===== config.mk =====
export PLATFORM = sky130hd
export DESIGN_NAME = chss_slave
export DESIGN_NICKNAME = d
export VERILOG_FILES = /design/src/hdl/chss_slave.v /design/src/hdl/chss_pin_sync.v
export VERILOG_INCLUDE_DIRS = /design/src /design/src/hdl
export SDC_FILE = /design/constraint.sdc
export NUM_CORES = 1
export LEC_CHECK = 0
export ABC_AREA = 1
export BUFFER_PORTS_ARGS = -buffer_cell sky130_fd_sc_hd__buf_2
export CORE_UTILIZATION = 39
export CTS_CLUSTER_DIAMETER = 150
export DETAILED_ROUTE_END_ITERATION = 10
export SLEW_MARGIN = 20
export SYNTH_ARGS = -nofsm -noshare
export SYNTH_HDL_FRONTEND = slang
export SYNTH_SLANG_ARGS = --single-unit
export TNS_END_PERCENT = 50

===== constraint.sdc =====
create_clock -name clk_sys_i -period 2 [get_ports clk_sys_i]
set_input_delay 0.5 -clock clk_sys_i [delete_from_list [all_inputs] [get_ports clk_sys_i]]
set_output_delay 0.5 -clock clk_sys_i [all_outputs]
set_load 0.005 [all_outputs]

===== src/hdl/chss_map.vh =====
// Constants for the charger host serial slave: addresses, commands, reset values
// Assumes inclusion by the slave and its self-checking bench only
`ifndef CHSS_MAP_VH
`define CHSS_MAP_VH
`define CHSS_ADDR_SMB 7'h09
`define CHSS_ADDR_I2C 7'h6A
`define CHSS_CMD_OPT 8'h12
`define CHSS_CMD_CUR 8'h14
`define CHSS_CMD_VOLT 8'h15
`define CHSS_CMD_MAKER 8'hFE
`define CHSS_CMD_PART 8'hFF
`define CHSS_I2C_OPT_LO 8'h00
`define CHSS_I2C_OPT_HI 8'h01
`define CHSS_I2C_CUR_LO 8'h0A
`define CHSS_I2C_CUR_HI 8'h0B
`define CHSS_I2C_VOLT_LO 8'h0C
`define CHSS_I2C_VOLT_HI 8'h0D
`define CHSS_I2C_PART 8'h09
`define CHSS_I2C_TOP 8'h0F
`define CHSS_OPT_RST 16'hE14E
`define CHSS_CUR_RST 16'h0000
`define CHSS_VOLT_RST 16'h0000
`define CHSS_INHIBIT_BIT 0
// Arbitrary identification values
`define CHSS_MAKER_ID 16'h00A5
`define CHSS_PART_ID 16'h005A
// Stretch after each byte the slave acknowledges: 100 cycles, 1 us at 100 MHz
`define CHSS_STRETCH_CYC 8'h64
`endif


===== src/hdl/chss_slave.v =====
// Two-wire slave port of the charger: word reads and writes of settings
// Assumes external pull-ups; bus pins arrive asynchronously to clk_sys_i
`timescale 1ns/1ps
`include "chss_map.vh"
module chss_slave (
  input wire clk_sys_i,
  input wire nrst_i,
  input wire supply_ok_i,
  input wire i2c_mode_i,
  input wire scl_i,
  output wire scl_o,
  output wire scl_oe_o,
  input wire sda_i,
  output wire sda_o,
  output wire sda_oe_o,
  output reg [15:0] battery_voltage_target_o,
  output reg [15:0] battery_current_target_o,
  output reg [15:0] charger_option_word_o,
  output reg charge_enable_o,
  output reg bus_busy_o
);
  // ----------------------------------------
  // States, one-hot
  // ----------------------------------------
  localparam [5:0] ST_IDLE = 6'h01;
  localparam [5:0] ST_RX = 6'h02;
  localparam [5:0] ST_ACK = 6'h04;
  localparam [5:0] ST_TX = 6'h08;
  localparam [5:0] ST_MACK = 6'h10;
  localparam [5:0] ST_WAIT = 6'h20;
  // Byte roles within a transaction
  localparam [1:0] PH_ADDR = 2'h0;
  localparam [1:0] PH_CMD = 2'h1;
  localparam [1:0] PH_LO = 2'h2;
  localparam [1:0] PH_HI = 2'h3;
  localparam [7:0] STRETCH_CYC = `CHSS_STRETCH_CYC;

  wire scl_lvl;
  wire scl_rise;
  wire scl_fall;
  wire sda_lvl;
  wire sda_rise;
  wire sda_fall;
  reg [5:0] st_q;
  reg [1:0] ph_q;
  reg [3:0] bit_q;
  reg [7:0] sh_q;
  reg [7:0] cmd_q;
  reg [7:0] lo_q;
  reg [15:0] txw_q;
  reg tx_hi_q;
  reg sda_low_q;
  reg stretch_q;
  reg [7:0] str_cnt_q;
  reg live_q;
  reg ack_ok;
  reg cmd_ok;
  reg [1:0] reg_sel;
  reg [15:0] rd_word;
  reg [7:0] rx_byte;

  // ----------------------------------------
  // Pin synchronisers
  // ----------------------------------------
  chss_pin_sync u_scl (
    .clk_sys_i(clk_sys_i),
    .nrst_i(nrst_i),
    .pin_i(scl_i),
    .level_o(scl_lvl),
    .rise_o(scl_rise),
    .fall_o(scl_fall)
  );
  chss_pin_sync u_sda (
    .clk_sys_i(clk_sys_i),
    .nrst_i(nrst_i),
    .pin_i(sda_i),
    .level_o(sda_lvl),
    .rise_o(sda_rise),
    .fall_o(sda_fall)
  );

  // ----------------------------------------
  // Open-drain pins: only low is ever driven
  // ----------------------------------------
  assign sda_o = 1'b0;
  assign sda_oe_o = sda_low_q;
  assign scl_o = 1'b0;
  assign scl_oe_o = stretch_q;

  // ----------------------------------------
  // Command decode for either addressing variant
  // ----------------------------------------
  always @* begin
    cmd_ok = 1'b1;
    reg_sel = 2'h0;
    rd_word = 16'h0000;
    rx_byte = {sh_q[6:0], sda_lvl};
    if (!i2c_mode_i) begin
      case (cmd_q)
        `CHSS_CMD_OPT: begin
          reg_sel = 2'h1;
          rd_word = charger_option_word_o;
        end
        `CHSS_CMD_CUR: begin
          reg_sel = 2'h2;
          rd_word = battery_current_target_o;
        end
        `CHSS_CMD_VOLT: begin
          reg_sel = 2'h3;
          rd_word = battery_voltage_target_o;
        end
        `CHSS_CMD_MAKER: rd_word = `CHSS_MAKER_ID;
        `CHSS_CMD_PART: rd_word = `CHSS_PART_ID;
        default: cmd_ok = 1'b0;
      endcase
    end else begin
      case (cmd_q)
        `CHSS_I2C_OPT_LO, `CHSS_I2C_OPT_HI: begin
          reg_sel = 2'h1;
          rd_word = charger_option_word_o;
        end
        `CHSS_I2C_CUR_LO, `CHSS_I2C_CUR_HI: begin
          reg_sel = 2'h2;
          rd_word = battery_current_target_o;
        end
        `CHSS_I2C_VOLT_LO, `CHSS_I2C_VOLT_HI: begin
          reg_sel = 2'h3;
          rd_word = battery_voltage_target_o;
        end
        `CHSS_I2C_PART: rd_word = `CHSS_PART_ID;
        default: cmd_ok = 1'b0;
      endcase
    end
  end

  // ----------------------------------------
  // Address match or command acceptance for the byte just received
  // ----------------------------------------
  // Decided at the falling edge after bit eight, when the shifter holds the whole byte
  always @* begin
    ack_ok = 1'b0;
    if (ph_q == PH_ADDR) begin
      if (i2c_mode_i) begin
        ack_ok = (sh_q[7:1] == `CHSS_ADDR_I2C);
      end else begin
        ack_ok = (sh_q[7:1] == `CHSS_ADDR_SMB);
      end
    end else begin
      ack_ok = 1'b1;
    end
  end

  // ----------------------------------------
  // Supply gate and bus busy flag
  // ----------------------------------------
  always @(posedge clk_sys_i or negedge nrst_i) begin
    if (!nrst_i) begin
      live_q <= 1'b0;
      bus_busy_o <= 1'b0;
    end else begin
      live_q <= supply_ok_i;
      if (!live_q) begin
        bus_busy_o <= 1'b0;
      end else if (scl_lvl && sda_fall) begin
        bus_busy_o <= 1'b1;
      end else if (scl_lvl && sda_rise) begin
        bus_busy_o <= 1'b0;
      end
    end
  end

  // ----------------------------------------
  // Serial state machine; SDA moves only after SCL falls
  // ----------------------------------------
  always @(posedge clk_sys_i or negedge nrst_i) begin
    if (!nrst_i) begin
      st_q <= ST_IDLE;
      ph_q <= PH_ADDR;
      bit_q <= 4'h0;
      sh_q <= 8'h00;
      cmd_q <= 8'h00;
      lo_q <= 8'h00;
      txw_q <= 16'h0000;
      tx_hi_q <= 1'b0;
      sda_low_q <= 1'b0;
      stretch_q <= 1'b0;
      str_cnt_q <= 8'h00;
      charger_option_word_o <= `CHSS_OPT_RST;
      battery_current_target_o <= `CHSS_CUR_RST;
      battery_voltage_target_o <= `CHSS_VOLT_RST;
    end else if (!live_q) begin
      st_q <= ST_IDLE;
      sda_low_q <= 1'b0;
      stretch_q <= 1'b0;
    end else if (scl_lvl && sda_fall) begin
      // Start or repeated start restarts address reception
      st_q <= ST_RX;
      ph_q <= PH_ADDR;
      bit_q <= 4'h0;
      sda_low_q <= 1'b0;
      stretch_q <= 1'b0;
    end else if (scl_lvl && sda_rise) begin
      st_q <= ST_IDLE;
      sda_low_q <= 1'b0;
      stretch_q <= 1'b0;
    end else begin
      // Short stretch after each ack the slave gives (none after a master ack) lets the register file settle
      if (stretch_q) begin
        if (str_cnt_q == 8'h00) begin
          stretch_q <= 1'b0;
        end else begin
          str_cnt_q <= str_cnt_q - 8'h01;
        end
      end
      case (st_q)
        ST_IDLE: begin
          sda_low_q <= 1'b0;
        end
        ST_RX: begin
          if (scl_rise) begin
            sh_q <= rx_byte;
            bit_q <= bit_q + 4'h1;
          end else if (scl_fall && bit_q == 4'h8) begin
            // Ninth clock: acknowledge or refuse
            bit_q <= 4'h0;
            if (!ack_ok || (ph_q != PH_ADDR && ph_q != PH_CMD && !cmd_ok)) begin
              st_q <= ST_IDLE;
            end else begin
              sda_low_q <= 1'b1;
              st_q <= ST_ACK;
              stretch_q <= 1'b1;
              str_cnt_q <= STRETCH_CYC;
            end
          end
        end
        ST_ACK: begin
          if (scl_fall) begin
            sda_low_q <= 1'b0;
            st_q <= ST_RX;
            case (ph_q)
              PH_ADDR: begin
                if (sh_q[0]) begin
                  // Read direction: first data bit out now
                  txw_q <= rd_word;
                  tx_hi_q <= 1'b0;
                  sda_low_q <= !rd_word[7];
                  bit_q <= 4'h0;
                  st_q <= ST_TX;
                end else begin
                  ph_q <= PH_CMD;
                end
              end
              PH_CMD: begin
                cmd_q <= sh_q;
                ph_q <= PH_LO;
              end
              PH_LO: begin
                lo_q <= sh_q;
                ph_q <= PH_HI;
              end
              default: begin
                // Whole word commits on high byte ack
                case (reg_sel)
                  2'h1: charger_option_word_o <= {sh_q, lo_q};
                  2'h2: battery_current_target_o <= {sh_q, lo_q};
                  2'h3: battery_voltage_target_o <= {sh_q, lo_q};
                  default: lo_q <= lo_q;
                endcase
                ph_q <= PH_LO;
              end
            endcase
          end
        end
        ST_TX: begin
          if (scl_fall) begin
            if (bit_q == 4'h7) begin
              sda_low_q <= 1'b0;
              st_q <= ST_MACK;
            end else begin
              bit_q <= bit_q + 4'h1;
              if (tx_hi_q) begin
                sda_low_q <= !txw_q[14 - bit_q];
              end else begin
                sda_low_q <= !txw_q[6 - bit_q];
              end
            end
          end
        end
        ST_MACK: begin
          if (scl_rise) begin
            if (sda_lvl || tx_hi_q) begin
              st_q <= ST_WAIT;
            end else begin
              st_q <= ST_ACK;
            end
          end
        end
        ST_WAIT: begin
          sda_low_q <= 1'b0;
        end
        default: st_q <= ST_IDLE;
      endcase
      // Master acked low byte: send high byte next
      if (st_q == ST_MACK && scl_rise && !sda_lvl && !tx_hi_q) begin
        st_q <= ST_WAIT;
        tx_hi_q <= 1'b1;
        bit_q <= 4'h0;
      end
      if (st_q == ST_WAIT && tx_hi_q && scl_fall && bit_q == 4'h0 && ph_q != PH_HI) begin
        sda_low_q <= !txw_q[15];
        st_q <= ST_TX;
        ph_q <= PH_HI;
      end
    end
  end

  // ----------------------------------------
  // Charge enable from option inhibit and current target
  // ----------------------------------------
  always @(posedge clk_sys_i or negedge nrst_i) begin
    if (!nrst_i) begin
      charge_enable_o <= 1'b0;
    end else begin
      charge_enable_o <= !charger_option_word_o[`CHSS_INHIBIT_BIT] &&
        (battery_current_target_o != 16'h0000);
    end
  end
endmodule


===== src/hdl/chss_pin_sync.v =====
// Three-stage synchroniser for one bus pin with edge pulses
// Assumes the pin is asynchronous to clk_sys_i
`timescale 1ns/1ps
module chss_pin_sync (
  input wire clk_sys_i,
  input wire nrst_i,
  input wire pin_i,
  output wire level_o,
  output wire rise_o,
  output wire fall_o
);
  reg s1_q;
  reg s2_q;
  reg s3_q;
  reg lvl_q;
  // ----------------------------------------
  // Level changes once stages two and three agree
  // ----------------------------------------
  always @(posedge clk_sys_i or negedge nrst_i) begin
    if (!nrst_i) begin
      s1_q <= 1'b1;
      s2_q <= 1'b1;
      s3_q <= 1'b1;
      lvl_q <= 1'b1;
    end else begin
      s1_q <= pin_i;
      s2_q <= s1_q;
      s3_q <= s2_q;
      if (s2_q == s3_q) begin
        lvl_q <= s3_q;
      end
    end
  end
  assign level_o = lvl_q;
  assign rise_o = (s2_q == s3_q) && s3_q && !lvl_q;
  assign fall_o = (s2_q == s3_q) && !s3_q && lvl_q;
endmodule


==> flow_metrics.env <==
export IMPL_status="complete, no violations"
export IMPL_path_clk_slew_ps=60
export IMPL_die_y_um=134
export IMPL_avgSynthCellArea_um2=8.12
export IMPL_ir_worst_vdd_mv=0.603
export IMPL_core_area_um2=16800
export IMPL_grt_first_pass_wirelength_mm=30.2
export IMPL_r2r_start="u_sda.s2_q"
export IMPL_crit_chain="inv_2 -> ha_4 -> nand3_4 -> inv_4 -> nor2_4 -> nand2_4 -> nor2_4 -> nand3_4 -> nor2_8 -> nand4_4 -> buf_12 -> nand2_1 -> o21ai_2"
export IMPL_ys_top_cells_by_count="nand2_1 (240), dfrtp_1 (105), inv_1 (92)"
export IMPL_clock_latency_ps=430
export IMPL_clockBufferDepth=2
export IMPL_p_leak_nw=3.84
export IMPL_vias=6018
export IMPL_drt_wl_total_mm=18.4
export IMPL_grt_max_degree=69
export IMPL_yosysSeqAreaShare=0.453
export IMPL_worst_path_buf_inv=3
export IMPL_critPathSlowestCell="dfstp_2"
export IMPL_clockRootBuffer="clkbuf_16"
export IMPL_maxSlewViolCount=0
export IMPL_cpPeakStageDelay_ps=550
export IMPL_fin_crit_ps=2000
export IMPL_yosys_area_top_type="dfrtp_1"
export IMPL_synth_cells=835
export IMPL_synth_top_area_share=0.388
export IMPL_n_fill_cell=1646
export IMPL_ys_ff_latch=122
export IMPL_numPortBuffers=57
export IMPL_first_pass_iters=7
export IMPL_cp_start_kind="flop"
export IMPL_nNetsFinal=963
export IMPL_post_synth_top_count_cell="nand2_1"
export IMPL_power_density_nw_per_um2=821
export IMPL_die_area_um2=17900
export IMPL_ys_warn_count=0
export IMPL_grt_setup_unrepaired="yes"
export IMPL_path_delay_family="simple AND/OR/NAND/NOR gates"
export IMPL_start_util=0.404
export IMPL_critical_path_class="reg2reg"
export IMPL_antennaDiodeCount=0
export IMPL_drive_gt1_frac=0.300
export IMPL_syn2layout_area_growth_pct=24.6
export IMPL_die_w_um=134
export IMPL_grt_overflow_total=0
export IMPL_crit_start="u_sda.s2_q"
export IMPL_required_ps=2310
export IMPL_cts_sinks=122
export IMPL_ant_nets=0
export IMPL_place_ws_ps=-29.8
export IMPL_cts_made_buffers=17
export IMPL_cts_tree="done"
export IMPL_rows=47
export IMPL_antenna_found_initial=0
export IMPL_async_flop_share=1.00
export IMPL_routedWlPerCell_um=15.5
export IMPL_io_pins=60
export IMPL_hold_buffers=0
export IMPL_crit_fanout=32
export IMPL_ctsHtreeMaxLevel=4
export IMPL_syn_area_um2=6780
export IMPL_routabilityCongestion=0.916
export IMPL_tightestPinTransition_ps=646
export IMPL_dpl_instance_area_um2=7680
export IMPL_layout_setup_ws_ps=1.58
export IMPL_place_hpwl_mm=13.6
export IMPL_maxCapViolCount=0
export IMPL_finalCritPeriodShare=0.999
export IMPL_crit_cells=13
export IMPL_vias_per_cell=5.09
export IMPL_skew_ps=8.26
export IMPL_hold_viol=0
export IMPL_endpoint_kind="flop"
export IMPL_ys_flop_type="dfrtp_1"
export IMPL_synth_edf_count=0
export IMPL_holdWs_ps=57.8
export IMPL_slew_headroom=0.566
export IMPL_drt_iter0_markers=435
export IMPL_cp_arrival_ps=2310
export IMPL_drc=0
export IMPL_max_freq_ghz=0.500
export IMPL_worstHoldPathType="in2async"
export IMPL_final_area_um2=8450
export IMPL_grt_total_usage=0.218
export IMPL_synth_cell_types=49
export IMPL_grt_pass1_vias=5758
export IMPL_reg2reg_depth=13
export IMPL_setup_viol=0
export IMPL_synth_area_leaders="dfrtp_1 (39%), nand2_1 (13%), dfstp_2 (6.6%)"
==> path summary, 6_finish.rpt <==
path	end	slack, ps
setup / recovery	battery_current_target_o[9]	2
hold / removal	battery_voltage_target_o[14]	60
setup reg to reg	battery_current_target_o[9]	2
hold reg to reg	u_scl.s2_q	350
max in group asynchronous	u_scl.level_o	1550
min in group clk_sys_i	u_scl.s1_q	180
==> layer usage <==
metal	routed length (um)	vias to the layer above	GRT usage
met4	403	0	0.0896
met3	740	31	0.0340
met1	8730	2862	0.308
met5	0	-	0
met2	8500	132	0.334
li1	-	2993	-
==> layout make-up <==
cell class,count,area (um2),area share
Clock inverter,13,144,0.0170
Clock buffer,19,443,0.0524
Timing Repair Buffer,120,848,0.100
Inverter,102,385,0.0456
Tap cell,220,275,0.0326
Multi-Input combinational cell,586,3270,0.388
Sequential cell,122,3080,0.364
==> worst register-to-register path, cell delays in order, from the launching register on <==
cell and delay [ps]:
dfstp_2 550, inv_2 50, ha_4 150, nand3_4 90, inv_4 40, nor2_4 90, nand2_4 60, nor2_4 150
nand3_4 100, nor2_8 150, nand4_4 100, buf_12 190, nand2_1 120, o21ai_2 50
==> cell families (layout without fill, tap and decap cells) <==
| logic type | after synthesis | after routing | synth area share |
|---|---|---|---|
| fa+ha+maj | 8 | 8 | 0.0148 |
| xor+xnor | 7 | 7 | 0.00904 |
| compound gates | 157 | 157 | 0.158 |
| simple gates | 412 | 412 | 0.280 |
| buf+inv | 128 | 254 | 0.0842 |
| flops | 122 | 122 | 0.453 |
| other cells | 1 | 2 | 0.000553 |
==> timing repair <==
| item | 4_1_cts | 5_1_grt |
|---|---|---|
| pin swaps | 1 | 12 |
| endpoints found under the setup margin | 24 | 78 |
| buffers inserted | 0 | 10 |
| gates cloned | 0 | 0 |
| resized for setup | 3 | 39 |
| hold endpoints to repair | 0 | 0 |
==> sequential cells by signal (all words and copies together) (netlist names), 2 cells and up <==
register                  count
battery_current_target_o     16
battery_voltage_target_o     16
bit_q                         4
charger_option_word_o        16
cmd_q                         8
lo_q                          8
ph_q                          2
sh_q                          8
st_q                          6
str_cnt_q                     8
txw_q                        16
==> power by group <==
part | internal (mW) | switching (mW)
Combinational | 0.438 | 0.721
Sequential | 2.60 | 0.0951
Clock | 1.87 | 1.21
==> metrics by stage <==
stage / setup TNS (ps) / util / instances / total power, mW
final: 0 / 0.504 / 1182 / 6.94
after global routing: -3430 / 0.504 / 1182 / 7.28
after CTS: -19.4 / 0.493 / 1172 / 6.92
after detailed placement: -418 / 0.458 / 1140 / 3.82
after global placement: 0 / 0.458 / 1140 / 3.81
after floorplan: 0 / - / 836 / 3.43
==> cells in the final DEF, fill, tap and decap left out, types with 3 or more instances in the layout <==
cell / netlist / final
o2111ai_1: 5 / 5
buf_12: 0 / 7
o21ai_1: 16 / 19
inv_1: 92 / 87
inv_6: 0 / 3
o21ai_0: 46 / 42
clkinvlp_4: 0 / 4
nand2_4: 4 / 5
inv_2: 7 / 12
nor2_2: 5 / 7
nand3_1: 49 / 47
clkbuf_16: 0 / 17
dfstp_2: 17 / 17
dfrtp_1: 105 / 103
nand4_1: 14 / 14
nor2_4: 2 / 6
buf_4: 5 / 57
a21oi_1: 11 / 10
nor2_1: 54 / 48
xor2_1: 6 / 6
o221ai_1: 14 / 14
nand2_2: 18 / 34
a31oi_1: 16 / 16
nor4_1: 4 / 4
ha_1: 8 / 5
nand2_1: 240 / 223
o21ai_2: 32 / 33
nand3_4: 2 / 3
buf_2: 7 / 56
nor3_1: 10 / 9
o211ai_1: 7 / 7
Power figures use the tool's default switching activity.
